**src/shared/mic_pkg.sv**
```systemverilog
// Constants and types shared by the mode and interrupt control block
package mic_pkg;
  // Serial bus addresses (8-bit form, direction bit included)
  localparam logic [7:0] MIC_DEV_WADDR = 8'h64;
  localparam logic [7:0] MIC_DEV_RADDR = 8'h65;
  // Register offsets
  localparam logic [7:0] MIC_REG_MODE = 8'h00;
  localparam logic [7:0] MIC_REG_IEN = 8'h01;
  // Mode and status register field positions
  localparam int MIC_B_OPMODE = 7;
  localparam int MIC_B_BLDRV = 6;
  localparam int MIC_B_DIM = 5;
  localparam int MIC_F_OVERV = 4;
  localparam int MIC_F_LIGHT = 3;
  localparam int MIC_F_GPIO = 2;
  localparam int MIC_F_KREL = 1;
  localparam int MIC_F_KPRS = 0;
  localparam int MIC_FLAG_W = 5;
  // Interrupt enable register field positions
  localparam int MIC_E_DLOAD = 4;
  localparam int MIC_E_LIGHT = 3;
  localparam int MIC_E_OVERV = 2;
  localparam int MIC_E_KREL = 1;
  localparam int MIC_E_KPRS = 0;
  localparam int MIC_IEN_W = 5;
  // Values after reset
  localparam logic [4:0] MIC_FLAGS_RST = 5'h00;
  localparam logic [4:0] MIC_IEN_RST = 5'h00;
  localparam logic [7:0] MIC_PTR_RST = 8'h00;
  localparam logic [1:0] MIC_SYNC_RST = 2'h3;
  // Dummy load thresholds per transfer law
  localparam logic [1:0] MIC_LAW_LINEAR = 2'h0;
  localparam logic [1:0] MIC_LAW_SQUARE = 2'h1;
  localparam logic [6:0] MIC_LOAD_LIN_LIM = 7'h08;
  localparam logic [6:0] MIC_LOAD_SQR_LIM = 7'h20;
  // Interrupt release gap: 50 us at 40 MHz
  localparam int MIC_CLK_KHZ = 40000;
  localparam int MIC_GAP_US = 50;
  localparam int MIC_GAP_CYC = MIC_GAP_US * MIC_CLK_KHZ / 1000;
  localparam int MIC_GAP_W = 11;
  localparam logic [10:0] MIC_GAP_LOAD = 11'(MIC_GAP_CYC - 1);
  localparam logic [2:0] MIC_BIT_LAST = 3'h7;
  // Serial engine states
  typedef enum logic [6:0] {
    MIC_IDLE = 7'h01,
    MIC_ADDR = 7'h02,
    MIC_REG = 7'h04,
    MIC_WDATA = 7'h08,
    MIC_RDATA = 7'h10,
    MIC_ACK = 7'h20,
    MIC_MACK = 7'h40
  } mic_i2c_st_t;
endpackage

```
**src/shared/mic_gap_if.sv**
```systemverilog
// Handshake between the interrupt logic and the release gap timer
`timescale 1ns/100ps
interface mic_gap_if;
  logic start;
  logic busy;
  modport ctl (output start, input busy);
  modport tmr (input start, output busy);
endinterface

```
**src/rtl/mic_gap_timer.sv**
```systemverilog
// Timer that holds the interrupt released for the retrigger gap
`timescale 1ns/100ps
module mic_gap_timer (
  input wire logic mclk,
  input wire logic srst,
  input wire logic ce,
  mic_gap_if.tmr gap
);
  import mic_pkg::*;

  typedef struct packed {
    logic [MIC_GAP_W-1:0] cnt;
  } mic_gap_state_t;

  mic_gap_state_t q;
  mic_gap_state_t d;

  // A new start reloads; otherwise count down to zero
  always_comb begin
    d = q;
    if (gap.start) begin
      d.cnt = MIC_GAP_LOAD;
    end else if (q.cnt != '0) begin
      d.cnt = q.cnt - 11'h001;
    end
  end

  always_ff @(posedge mclk) begin
    if (srst) begin
      q <= '0;
    end else if (ce) begin
      q <= d;
    end
  end

  // Busy while counting, start cycle excluded
  assign gap.busy = (q.cnt != '0);
endmodule // mic_gap_timer

```
**src/rtl/mic_sync2.sv**
```systemverilog
// Two-stage synchroniser for the serial bus pins
`timescale 1ns/100ps
module mic_sync2 (
  input wire logic mclk,
  input wire logic srst,
  input wire logic ce,
  input wire logic [1:0] async_i,
  output logic [1:0] sync_o
);
  import mic_pkg::*;

  typedef struct packed {
    logic [1:0] s1;
    logic [1:0] s2;
  } mic_sync_state_t;

  mic_sync_state_t q;
  mic_sync_state_t d;

  // Stage one feeds only stage two
  always_comb begin
    d = q;
    d.s1 = async_i;
    d.s2 = q.s1;
  end

  // Idle bus level after reset
  always_ff @(posedge mclk) begin
    if (srst) begin
      q.s1 <= MIC_SYNC_RST;
      q.s2 <= MIC_SYNC_RST;
    end else if (ce) begin
      q <= d;
    end
  end

  assign sync_o = q.s2;
endmodule // mic_sync2

```
**src/rtl/mic_top.sv**
```systemverilog
// Mode, enable and interrupt status control with its serial register port
// What this block does
// - Clearing one flag while another pends releases interrupt 50 us, then reasserts.
// - Mode bit 7 low selects standby; only serial, GPIO, key scan remain.
// - Mode bit 7 high selects operating; backlight and sensor functions permitted.
// - Mode bit 6 enables the backlight driver when one.
// - Software-set dim bit keeps backlight dim until software clears it.
// - Expiry of a non-zero dim timer sets the dim bit itself.
// - Status bit 4 sets on overvoltage; cleared by writing one.
// - Status bit 3 sets on light comparator trigger; cleared by writing one.
// - Status bit 2 flags GPIO input; clears after GPIO status cleared.
// - Status bit 1 flags key release; clears after release status cleared.
// - Status bit 0 flags key press; clears after press status cleared.
// - Autoload on: dummy load when code below 8 linear or 32 square.
// - Enable bit 3 gates light comparator events onto the interrupt.
// - Enable bits 2 and 1 gate overvoltage and key release events.
// - Enable bit 0 gates key press events onto the interrupt.
// - All bits reset to zero; unused bits read as zero.
// - Writes: address byte 0x64, register, data; each byte acknowledged.
// - Reads: register under 0x64, repeated start 0x65, one byte, no ack.
`timescale 1ns/100ps
module mic_top (
  input wire logic mclk,
  input wire logic srst,
  input wire logic ce,
  input wire logic scl_i,
  input wire logic sda_i,
  output logic sda_o,
  output logic sda_oe,
  output logic int_o,
  output logic int_oe,
  input wire logic overvoltage_detect,
  input wire logic light_comparator_event,
  input wire logic gpio_stat_pending,
  input wire logic key_release_pending,
  input wire logic key_press_pending,
  input wire logic [3:0] dim_timer_field,
  input wire logic dim_timer_expired,
  input wire logic [6:0] backlight_code,
  input wire logic [1:0] backlight_law,
  output logic operating_mode_select,
  output logic backlight_driver_enable,
  output logic dim_mode,
  output logic dummy_load_on
);
  import mic_pkg::*;

  typedef struct packed {
    mic_pkg::mic_i2c_st_t st;
    mic_pkg::mic_i2c_st_t nxt;
    logic drv;
    logic [2:0] bcnt;
    logic [7:0] sh;
    logic [7:0] ptr;
    logic sda_oe;
    logic scl_d;
    logic sda_d;
    logic op_mode;
    logic bl_drv;
    logic dim;
    logic [MIC_FLAG_W-1:0] flags;
    logic [MIC_IEN_W-1:0] ien;
    logic irq_oe;
    logic dload;
  } mic_top_state_t;

  mic_top_state_t q;
  mic_top_state_t d;

  logic [1:0] pins_s;
  logic scl_s;
  logic sda_s;
  logic scl_rise;
  logic scl_fall;
  logic start_c;
  logic stop_c;
  logic [7:0] rx;
  logic [7:0] rd_byte;
  logic [MIC_FLAG_W-1:0] set_v;
  logic [MIC_FLAG_W-1:0] lower_v;
  logic [MIC_FLAG_W-1:0] mask_v;
  logic gap_start;
  logic law_low;

  mic_gap_if gap_if ();

  // Bus pins cross into the clock domain
  mic_sync2 u_sync (
    .mclk(mclk),
    .srst(srst),
    .ce(ce),
    .async_i({scl_i, sda_i}),
    .sync_o(pins_s)
  );

  // Release gap after a clear with another interrupt pending
  mic_gap_timer u_gap (
    .mclk(mclk),
    .srst(srst),
    .ce(ce),
    .gap(gap_if.tmr)
  );

  assign gap_if.start = gap_start;

  // Bus conditions from the synchronised levels
  assign scl_s = pins_s[1];
  assign sda_s = pins_s[0];
  assign scl_rise = scl_s & ~q.scl_d;
  assign scl_fall = ~scl_s & q.scl_d;
  assign start_c = q.scl_d & scl_s & q.sda_d & ~sda_s;
  assign stop_c = q.scl_d & scl_s & ~q.sda_d & sda_s;
  assign rx = {q.sh[6:0], sda_s};

  // Register read view; unused bits and unmapped offsets read zero
  always_comb begin
    if (q.ptr == MIC_REG_MODE) begin
      rd_byte = {q.op_mode, q.bl_drv, q.dim, q.flags};
    end else if (q.ptr == MIC_REG_IEN) begin
      rd_byte = {3'h0, q.ien};
    end else begin
      rd_byte = 8'h00;
    end
  end

  // Event sources, lower-level holds and interrupt gating per flag
  always_comb begin
    set_v = '0;
    set_v[MIC_F_OVERV] = overvoltage_detect;
    set_v[MIC_F_LIGHT] = light_comparator_event;
    set_v[MIC_F_GPIO] = gpio_stat_pending;
    set_v[MIC_F_KREL] = key_release_pending;
    set_v[MIC_F_KPRS] = key_press_pending;
    lower_v = '0;
    lower_v[MIC_F_GPIO] = gpio_stat_pending;
    lower_v[MIC_F_KREL] = key_release_pending;
    lower_v[MIC_F_KPRS] = key_press_pending;
    mask_v = '0;
    mask_v[MIC_F_OVERV] = q.ien[MIC_E_OVERV];
    mask_v[MIC_F_LIGHT] = q.ien[MIC_E_LIGHT];
    mask_v[MIC_F_GPIO] = 1'b1;
    mask_v[MIC_F_KREL] = q.ien[MIC_E_KREL];
    mask_v[MIC_F_KPRS] = q.ien[MIC_E_KPRS];
  end

  // Backlight code under the threshold of the selected law
  always_comb begin
    law_low = 1'b0;
    if (backlight_law == MIC_LAW_LINEAR) begin
      law_low = (backlight_code < MIC_LOAD_LIN_LIM);
    end else if (backlight_law == MIC_LAW_SQUARE) begin
      law_low = (backlight_code < MIC_LOAD_SQR_LIM);
    end
  end

  // Serial engine, register writes, flags and interrupt
  always_comb begin
    logic [MIC_FLAG_W-1:0] w1c;
    logic [MIC_FLAG_W-1:0] clr;
    logic pend;
    w1c = '0;
    clr = '0;
    pend = 1'b0;
    d = q;
    gap_start = 1'b0;
    d.scl_d = scl_s;
    d.sda_d = sda_s;
    if (stop_c) begin
      d.st = MIC_IDLE;
      d.sda_oe = 1'b0;
    end else if (start_c) begin
      d.st = MIC_ADDR;
      d.bcnt = 3'h0;
      d.sda_oe = 1'b0;
    end else begin
      unique case (q.st)
        MIC_IDLE: begin
          d.sda_oe = 1'b0;
        end
        MIC_ADDR, MIC_REG, MIC_WDATA: begin
          if (scl_rise) begin
            d.sh = rx;
            d.bcnt = q.bcnt + 3'h1;
            if (q.bcnt == MIC_BIT_LAST) begin
              d.st = MIC_ACK;
              d.drv = 1'b0;
              if (q.st == MIC_ADDR) begin
                if (rx == MIC_DEV_WADDR) begin
                  d.nxt = MIC_REG;
                end else if (rx == MIC_DEV_RADDR) begin
                  d.nxt = MIC_RDATA;
                end else begin
                  d.st = MIC_IDLE;
                end
              end else if (q.st == MIC_REG) begin
                d.ptr = rx;
                d.nxt = MIC_WDATA;
              end else begin
                d.ptr = q.ptr + 8'h01;
                d.nxt = MIC_WDATA;
                if (q.ptr == MIC_REG_MODE) begin
                  d.op_mode = rx[MIC_B_OPMODE];
                  d.bl_drv = rx[MIC_B_BLDRV];
                  d.dim = rx[MIC_B_DIM];
                  w1c = rx[MIC_FLAG_W-1:0];
                end else if (q.ptr == MIC_REG_IEN) begin
                  d.ien = rx[MIC_IEN_W-1:0];
                end
              end
            end
          end
        end
        MIC_ACK: begin
          if (scl_fall) begin
            if (!q.drv) begin
              d.sda_oe = 1'b1;
              d.drv = 1'b1;
            end else begin
              d.st = q.nxt;
              d.bcnt = 3'h0;
              d.sh = rd_byte;
              d.sda_oe = (q.nxt == MIC_RDATA) & ~rd_byte[7];
            end
          end
        end
        MIC_RDATA: begin
          if (scl_fall) begin
            if (q.bcnt == MIC_BIT_LAST) begin
              d.sda_oe = 1'b0;
              d.st = MIC_MACK;
            end else begin
              d.sh = {q.sh[6:0], 1'b0};
              d.sda_oe = ~q.sh[6];
              d.bcnt = q.bcnt + 3'h1;
            end
          end
        end
        MIC_MACK: begin
          if (scl_rise) begin
            if (sda_s) begin
              d.st = MIC_IDLE;
            end else begin
              d.ptr = q.ptr + 8'h01;
              d.st = MIC_ACK;
              d.drv = 1'b1;
              d.nxt = MIC_RDATA;
            end
          end
        end
        default: begin
          d.st = MIC_IDLE;
          d.sda_oe = 1'b0;
        end
      endcase
    end
    // Timer expiry sets dim mode, winning over a same-cycle write
    if (dim_timer_expired && (dim_timer_field != 4'h0)) begin
      d.dim = 1'b1;
    end
    // Write-one clears, held off by pending lower status; set wins
    clr = w1c & ~lower_v;
    d.flags = (q.flags & ~clr) | set_v;
    pend = |(d.flags & mask_v);
    if ((|(q.flags & ~d.flags)) && pend) begin
      gap_start = 1'b1;
    end
    d.irq_oe = pend & ~gap_start & ~gap_if.busy;
    d.dload = q.ien[MIC_E_DLOAD] & q.op_mode & q.bl_drv & law_low;
  end

  // State register; reset clears all but st, nxt (MIC_IDLE) and scl_d, sda_d (high)
  always_ff @(posedge mclk) begin
    if (srst) begin
      q <= '0;
      q.st <= MIC_IDLE;
      q.nxt <= MIC_IDLE;
      q.ptr <= MIC_PTR_RST;
      q.flags <= MIC_FLAGS_RST;
      q.ien <= MIC_IEN_RST;
      q.scl_d <= 1'b1;
      q.sda_d <= 1'b1;
    end else if (ce) begin
      q <= d;
    end
  end

  // Open-drain pins only ever pull low
  assign sda_o = 1'b0;
  assign sda_oe = q.sda_oe;
  assign int_o = 1'b0;
  assign int_oe = q.irq_oe;

  // Backlight driver and dummy load need operating mode; dim mode does not
  assign operating_mode_select = q.op_mode;
  assign backlight_driver_enable = q.op_mode & q.bl_drv;
  assign dim_mode = q.dim;
  assign dummy_load_on = q.dload;
endmodule // mic_top

```
**config.mk**
```make
export PLATFORM = sky130hd
export DESIGN_NAME = mic_top
export DESIGN_NICKNAME = d
export VERILOG_FILES = /design/src/shared/mic_pkg.sv /design/src/shared/mic_gap_if.sv /design/src/rtl/mic_gap_timer.sv /design/src/rtl/mic_sync2.sv /design/src/rtl/mic_top.sv
export SDC_FILE = /design/constraint.sdc
export NUM_CORES = 1
export LEC_CHECK = 0
export ABC_AREA = 0
export ABC_CLOCK_PERIOD_IN_PS = 4200
export BUFFER_PORTS_ARGS = -buffer_cell sky130_fd_sc_hd__buf_2
export CAP_MARGIN = 20
export CELL_PAD_IN_SITES_DETAIL_PLACEMENT = 1
export CELL_PAD_IN_SITES_GLOBAL_PLACEMENT = 2
export CORE_ASPECT_RATIO = 0.9
export CORE_MARGIN = 10
export CORE_UTILIZATION = 36
export DETAILED_ROUTE_END_ITERATION = 8
export PLACE_DENSITY = 0.77
export SLEW_MARGIN = 10
export SYNTH_ARGS = -nofsm -noshare
export SYNTH_HDL_FRONTEND = slang
export SYNTH_HIERARCHICAL = 1
export SYNTH_SLANG_ARGS = --single-unit
```
**constraint.sdc**
```tcl
create_clock -name mclk -period 4.2 [get_ports mclk]
set_input_delay 0.42 -clock mclk [delete_from_list [all_inputs] [get_ports mclk]]
set_output_delay 0.42 -clock mclk [all_outputs]
set_load 0.1 [all_outputs]
```
==> results_dict.tcl, run 1 <==
set metrics [dict create \
    outcome "complete, no violations" \
    rows 35 \
    cts_root_buf "clkbuf_16" \
    finalCriticalPeriod_ns 3.70 \
    dp_hpwl_um 8550 \
    hold_violations 0 \
    die_width_um 129 \
    max_freq_ghz 0.270 \
    cp-start-kind "register" \
    grt-ovfl-total 0 \
    ir_worst_vdd_v 0.000268 \
    cts_setup_buffers 0 \
    initial_utilization 0.372 \
    layout_setup_ws_ns 0.498 \
    slew_headroom 0.531 \
    drive_gt1_frac 0.148 \
    dieArea_mm2 0.0153 \
    drt_iter0_drc 268 \
    synthToLayoutAreaGrowth_pct 14.2 \
    async_flop_share 0 \
    portBuffers 26 \
    synth_area_leaders "dfxtp_1 33%, a21oi_1 5.8%, nor2_1 4.7%" \
    hold_start "scl_i" \
    cap_violations 0 \
    finalSetupTns_ns 0 \
    postSynthCellCount 469 \
    synth_seq_cells 63 \
    drc 0 \
    numCtsBuffers 9 \
    final-seq-area_mm2 0.00126 \
    rsz0062_at_grt "false" \
    fin_area_mm2 0.00441 \
    insertion_delay_ns 0.34 \
    fillerInstances 1250 \
    multi_input_comb_area_mm2 0.00240 \
    grt_pass1_wl_um 20100 \
    required_ns 4.46 \
    clkTransAtPathRegs_ns 0.05 \
    synth_edf_count 0 \
    synth_top_area_frac 0.326 \
    post_drt_wl_per_cell_um 19.2 \
    synth.largest_area_cell "dfxtp_1" \
    ant_nets 0 \
    gp_congestion 0.844 \
    avgSynthCellArea_um2 8.24 \
    cts_hold_buffers 0 \
    dominantRegCellSynth "dfxtp_1" \
    clock_path_buffers 2 \
    worst_pin_slew_ns 0.700 \
    first_global_vias 3820 \
    worstSetupPathType "register to register" \
    dp.cells 607 \
    startpoint "q[24]$_SDFFE_PP0P_" \
    grt_use_total 0.160 \
    cts_sinks 63 \
    p_leak_nw 1.54 \
    crit_arrival_ns 3.96 \
    nets 519 \
    setup_viol 0 \
    yosys_warnings 6 \
    ios 32 \
    syn-cell-area_mm2 0.00386 \
    die_h_um 118 \
    antenna_cells 0 \
    layout.cells.non_filler 623 \
    first_pass_iters 4 \
    power_density_mw_per_mm2 465 \
    core-area_mm2 0.0104 \
    timing.final.crit_share 0.881 \
    yosysSeqAreaShare 0.326 \
    cts_max_level 3 \
    grt_max_degree 35 \
    antenna_found_initial 0 \
    fin_worst_skew_ns 0.00586 \
    synth_cell_types 77 \
    viasPerCell 5.85 \
    crit_fanout 6 \
    hold_class "primary input to register" \
    final_cell_mix "63 x dfxtp_1, 48 x nor2_1, 45 x a21oi_1" \
    drv_slew 0 \
    dpl-instance-area_mm2 0.00409 \
    tritoncts "yes" \
    final_common_cell "dfxtp_1" \
    vias 3647 \
    endpoint_kind "register" \
    worstReg2RegStart "q[24]$_SDFFE_PP0P_" \
    dp_slack_ns 0.619 \
    post_cts_resize_count 0 \
    postRouteWirelength_um 12000 \
]
[worst paths after layout]
check / cells after the start / to / slack, ns
worst max-delay path: 10 / u_gap/q[5]$_SDFFE_PP0P_ / 0.50
worst min-delay path: 2 / u_sync/d[1]$_SDFFE_PP1P_ / 0.29
worst max register to register: 10 / u_gap/q[5]$_SDFFE_PP0P_ / 0.50
worst min register to register: 2 / q[35]$_SDFFE_PP0P_ / 0.46
[power breakdown]
| group | total, mW | internal (mW) | leakage [nW] | switching, mW |
|---|---|---|---|---|
| Sequential | 0.726 | 0.649 | 0.512 | 0.0768 |
| Clock | 0.831 | 0.552 | 0.160 | 0.279 |
| Combinational | 0.495 | 0.200 | 0.870 | 0.295 |
[cells in the mapped netlist (5+ instances only)]
library cell / instances
ha_1: 6
nor2b_1: 13
or2_0: 5
nand2b_1: 6
nor4_1: 6
nand4_1: 7
buf_2: 5
nand3_1: 11
mux2i_1: 13
nand2_1: 30
a21oi_1: 45
a22oi_1: 6
and3_1: 10
nor4_4: 5
inv_1: 12
o21ai_1: 10
dfxtp_1: 63
nor3b_1: 10
o31ai_1: 5
a211oi_1: 10
nor3_1: 15
or4_1: 5
a211o_1: 7
o21ai_0: 15
clkbuf_1: 14
nor2_1: 48
buf_4: 9
[registers in the layout (all words and copies together) (netlist names)]
name                   flops
u_gap/q                   11
q                         39
sda_oe                     1
u_sync/sync_o              2
dim_mode                   1
int_oe                     1
operating_mode_select      1
u_sync/d                   2
mask_v                     4
dummy_load_on              1
[worst max-delay path: stages (launching register included)]
cell,delay [ns]
dfxtp_1,0.35
nor4_1,0.51
nand4_1,0.40
nor2_1,0.35
a31oi_1,0.13
a2111oi_1,0.64
nor2_1,0.16
nor2b_1,0.34
nand2_1,0.13
or4_1,0.49
a21oi_1,0.12
[per-stage QoR]
stage / hold WS, ns / utilization / total power [mW]
4_1_cts: 0.278 / 0.425 / 2.06
6_report: 0.288 / 0.425 / 2.05
5_1_grt: 0.289 / 0.425 / 2.16
3_5_place_dp: 0.453 / 0.394 / 1.23
2_1_floorplan: 0.427 / - / 1.10
3_3_place_gp: 0.442 / 0.394 / 1.22
[layout make-up]
type                            instances  area share
Inverter                               12      0.0102
Clock buffer                           13      0.0590
Tap cell                              129      0.0366
Clock inverter                          3      0.0148
Multi-Input combinational cell        366       0.545
Timing Repair Buffer                   37      0.0482
Sequential cell                        63       0.286
[routing by layer]
layer | GRT usage | up-vias | part of all wire
met5 | 0 | - | 0
met4 | 0.0391 | 0 | 0.011
met3 | 0.0456 | 9 | 0.034
met2 | 0.255 | 47 | 0.46
met1 | 0.207 | 1798 | 0.49
li1 | - | 1793 | -
[cells by family after synthesis]
kind of cell / share of synthesized area
adders and majority gates: 0.0194
xor gates and xnor gates: 0.0110
and+or+nand+nor: 0.313
AOI/OAI and AO/OA: 0.240
DFF: 0.326
buffers and inverters: 0.0521
other: 0.000971
muxes: 0.0366
(Power assumes the default switching activity.)
==> inputs of run 2 (changes only) <==
Settings changed: PLACE_DENSITY 0.77 to unset, PLACE_DENSITY_LB_ADDON set to 0.1, SLEW_MARGIN 10 to 20.
==> run 2 against run 1 <==
Effect of this change:
- global-route usage up 0.14 points
- clock-buffer cell count decreased by 1
- clock power down 10%
- first-iteration DRC count is 12% higher
- critical path type unchanged
- worst setup slack worse by 0.058 ns
==> results_dict.tcl, run 2 (synthesis gave the netlist of run 1 again) <==
set metrics [dict create \
    numCtsBuffers 9 \
    die_width_um 129 \
    fillerInstances 1248 \
    cap_violations 0 \
    cts_root_buf "clkbuf_16" \
    first_pass_iters 4 \
    finalSetupTns_ns 0 \
    vias 3659 \
    required_ns 4.47 \
    worstSetupPathType "register to register" \
    setup_viol 0 \
    crit_fanout 7 \
    drc 0 \
    slew_headroom 0.489 \
    gp_congestion 0.840 \
    drt_iter0_drc 299 \
    cts_max_level 3 \
    hold_class "primary input to register" \
    crit_arrival_ns 4.03 \
    insertion_delay_ns 0.34 \
    post_cts_resize_count 0 \
    synthToLayoutAreaGrowth_pct 12.7 \
    cts_sinks 63 \
    p_leak_nw 1.51 \
    first_global_vias 3728 \
    whs_ns 0.288 \
    ant_nets 0 \
    top_register "q" \
    rows 35 \
    antenna_found_initial 0 \
    final-seq-area_mm2 0.00126 \
    antenna_cells 0 \
    initial_utilization 0.372 \
    multi_input_comb_area_mm2 0.00240 \
    portBuffers 26 \
    worst_pin_slew_ns 0.763 \
    grt_max_degree 46 \
    drive_gt1_frac 0.143 \
    outcome "complete, no violations" \
    cts_hold_buffers 0 \
    max_freq_ghz 0.266 \
    grt-ovfl-total 0 \
    cts_setup_buffers 0 \
    fin_util 0.420 \
    dp_hpwl_um 8610 \
    drv_slew 0 \
    grt_pass1_wl_um 20100 \
    ir_worst_vdd_v 0.000298 \
    finalCriticalPeriod_ns 3.76 \
    core-area_mm2 0.0104 \
    hold_violations 0 \
    final_common_cell "dfxtp_1" \
    grt_use_total 0.162 \
    nets 516 \
    post_drt_wl_per_cell_um 19.3 \
    viasPerCell 5.90 \
    layout_setup_ws_ns 0.440 \
    postRouteWirelength_um 12000 \
    rsz0062_at_grt "false" \
    power_density_mw_per_mm2 451 \
    tritoncts "yes" \
    fin_worst_skew_ns 0.00766 \
    ios 32 \
    endpoint_kind "register" \
    final_cell_mix "63 x dfxtp_1, 48 x nor2_1, 45 x a21oi_1" \
    clock_path_buffers 2 \
    dieArea_mm2 0.0153 \
    rr_worst_depth 10 \
    dp_slack_ns 0.474 \
    timing.final.crit_share 0.895 \
    clkTransAtPathRegs_ns 0.05 \
    die_h_um 118 \
    cp-start-kind "register" \
    min_path_cells 2 \
    largest_reg_flops 39 \
]
-- run 2: layout make-up --
cell class | count | share of cell area
multi-input cells | 366 | 0.552
flip-flops and latches | 63 | 0.290
clock buffers | 12 | 0.0566
repair buffers | 34 | 0.0437
well taps | 129 | 0.0371
clock inverters | 4 | 0.0103
inverters | 12 | 0.0103
-- run 2: metrics by stage --
step / area [um^2] / cells / total power, mW
after floorplan: 3870 / 470 / 1.10
after global placement: 4060 / 604 / 1.22
after detailed placement: 4060 / 604 / 1.23
after CTS: 4350 / 620 / 1.98
after global routing: 4350 / 620 / 2.08
final: 4350 / 620 / 1.96
-- run 2: worst paths after layout --
check                           slack, ns          startpoint                       end
worst min-delay path                 0.29               sda_i  u_sync/d[0]$_SDFFE_PP1P_
worst max-delay path                 0.44  q[24]$_SDFFE_PP0P_   u_gap/q[5]$_SDFFE_PP0P_
worst min register to register       0.47  q[35]$_SDFFE_PP0P_        q[35]$_SDFFE_PP0P_
worst max register to register       0.44  q[24]$_SDFFE_PP0P_   u_gap/q[5]$_SDFFE_PP0P_
-- run 2: where the power goes --
group	internal (mW)	total [mW]	switching, mW	leakage (nW)
sequential	0.649	0.727	0.0776	0.512
combinational	0.199	0.490	0.291	0.855
clock	0.473	0.747	0.275	0.146
total	1.32	1.96	0.643	1.51
-- run 2: critical path: stages (launching register included) --
cell and delay, ns:
dfxtp_1 0.35, nor4_1 0.53, nand4_1 0.39, nor2_1 0.35, a31oi_1 0.14, a2111oi_1 0.60, nor2_1 0.29, nor2b_1 0.30
nand2_1 0.13, or4_1 0.48, a21oi_1 0.12
-- run 2: layer usage --
metal	part of all wire	routed length, um	vias up	GRT usage
li1	-	-	1798	-
met3	0.045	542	8	0.0384
met5	0	0	-	0
met4	0.0079	95	0	0.0384
met1	0.48	5770	1799	0.217
met2	0.46	5570	54	0.254
==> inputs of run 3 (changes only) <==
Settings changed: GPL_TIMING_DRIVEN set to 0, MAX_ROUTING_LAYER set to met4.
==> run 3 against run 2 <==
Effect of this change:
- worst setup slack got worse by 0.097 ns
- routed wire length rose by 8.2%
- critical path depth is 2 higher
- critical path type unchanged
- total power is 0.82% higher
- sequential power is essentially flat
- die area unchanged
- combinational power grew 4.3%
- hold slack better by 0.0036 ns
- first-iteration DRC count down 4.3%
- maximum frequency fell by 2.5%
==> results_dict.tcl, run 3 (synthesis gave the netlist of run 1 again) <==
set metrics [dict create \
    gr-usage-met1 0.230 \
    grt.busiest_layer "met2" \
    outcome "complete, no violations" \
    antenna_cells 0 \
    cts_hold_buffers 0 \
    first_pass_iters 4 \
    fin_worst_skew_ns 0.00815 \
    multi_input_comb_area_mm2 0.00242 \
    final_cell_mix "63 x dfxtp_1, 48 x nor2_1, 45 x a21oi_1" \
    max_freq_ghz 0.259 \
    clkTransAtPathRegs_ns 0.06 \
    vias 3824 \
    largest_reg_flops 39 \
    ios 32 \
    numCtsBuffers 9 \
    cts_root_buf "clkbuf_16" \
    endpoint_kind "register" \
    crit_arrival_ns 4.12 \
    die_h_um 118 \
    layout_setup_ws_ns 0.344 \
    dp.cells 625 \
    fillerInstances 1282 \
    grt_use_met2 0.268 \
    worstSetupPathType "register to register" \
    worst_pin_slew_ns 0.794 \
    finalCriticalPeriod_ns 3.86 \
    postRouteWirelength_um 13000 \
    top_register "q" \
    required_ns 4.46 \
    synthToLayoutAreaGrowth_pct 15.6 \
    drv_slew 0 \
    dp_hpwl_um 9730 \
    hold_class "primary input to register" \
    cts_max_level 3 \
    antenna_found_initial 0 \
    cts_setup_buffers 0 \
    post_drt_wl_per_cell_um 20.2 \
    gp_congestion 0.848 \
    grt_util_met3 0.0366 \
    grt-ovfl-total 0 \
    dpl-instance-area_mm2 0.00416 \
    timing.final.crit_share 0.918 \
    ir_worst_vdd_v 0.000255 \
    layout.cells.non_filler 641 \
    drt_iter0_drc 286 \
    nets 537 \
    initial_utilization 0.372 \
    clock_path_buffers 2 \
    grt_max_degree 20 \
    grt_pass1_wl_um 21200 \
    fin_area_mm2 0.00447 \
    dp_slack_ns 0.0535 \
    slew_headroom 0.469 \
    tritoncts "yes" \
    rows 35 \
    ant_nets 0 \
    cts_sinks 63 \
    p_leak_nw 1.57 \
    viasPerCell 5.97 \
    setup_viol 0 \
    grt_use_total 0.177 \
    drc 0 \
    crit_fanout 10 \
    dieArea_mm2 0.0153 \
    die_width_um 129 \
    hold_violations 0 \
    rsz0062_at_grt "false" \
    insertion_delay_ns 0.33 \
    finalSetupTns_ns 0 \
    portBuffers 26 \
    final_common_cell "dfxtp_1" \
    drive_gt1_frac 0.156 \
    first_global_vias 3870 \
    core-area_mm2 0.0104 \
    power_density_mw_per_mm2 443 \
    cap_violations 0 \
    cp-start-kind "register" \
    final-seq-area_mm2 0.00126 \
]
-- run 3: cell types whose count changed in the layout (fill, tap and decap cells not counted), moves of 2 or more --
cell | previous run | this run
clkbuf_1 | 2 | 15
clkinv_2 | 3 | 1
clkbuf_8 | 1 | 4
buf_2 | 26 | 31
-- run 3: cell type report --
type,instances,area share
Multi-Input combinational cell,366,0.541
Sequential cell,63,0.282
Clock buffer,14,0.0636
Tap cell,129,0.0361
Buffer,29,0.0350
Timing Repair Buffer,26,0.0291
Inverter,12,0.0101
Clock inverter,2,0.00280
-- run 3: report_power, final --
| group | internal [mW] | switching, mW |
|---|---|---|
| combinational | 0.202 | 0.309 |
| clock | 0.463 | 0.277 |
| sequential | 0.649 | 0.0793 |
| total | 1.31 | 0.665 |
-- run 3: repair_timing --
| item | CTS | global route |
|---|---|---|
| hold endpoints to repair | 0 | 0 |
| gates resized for setup | 0 | 2 |
| endpoints found under the setup margin | 0 | 2 |
-- run 3: path summary, 6_finish.rpt --
path | start | end | slack, ns | depth (start not counted)
hold / removal | scl_i | u_sync/d[1]$_SDFFE_PP1P_ | 0.29 | 2
setup reg to reg | q[49]$_SDFFE_PP0P_ | u_gap/q[5]$_SDFFE_PP0P_ | 0.34 | 12
setup / recovery | q[49]$_SDFFE_PP0P_ | u_gap/q[5]$_SDFFE_PP0P_ | 0.34 | 12
hold reg to reg | q[35]$_SDFFE_PP0P_ | q[35]$_SDFFE_PP0P_ | 0.46 | 2
-- run 3: through the flow --
step	hold WS, ns	total power, mW	utilization
6_report	0.291	1.98	0.430
5_1_grt	0.286	2.09	0.430
3_5_place_dp	0.450	1.25	0.401
4_1_cts	0.282	2.00	0.429
2_1_floorplan	0.427	1.10	-
3_3_place_gp	0.438	1.23	0.401
-- run 3: per-layer routing --
| metal | vias to the layer above | part of all wire |
|---|---|---|
| met2 | 63 | 0.46 |
| met1 | 1907 | 0.48 |
| met4 | 0 | 0.014 |
| li1 | 1838 | - |
| met3 | 16 | 0.041 |
| met5 | - | 0 |
-- run 3: critical path: stages (launching register included) --
cell	delay, ns
dfxtp_1	0.30
buf_4	0.16
buf_2	0.19
nor3_1	0.38
nand3_1	0.28
nor2_1	0.36
a31oi_1	0.15
a2111oi_2	0.54
nor2_1	0.31
nor2b_1	0.35
nand2_1	0.13
or4_1	0.48
a21oi_1	0.14
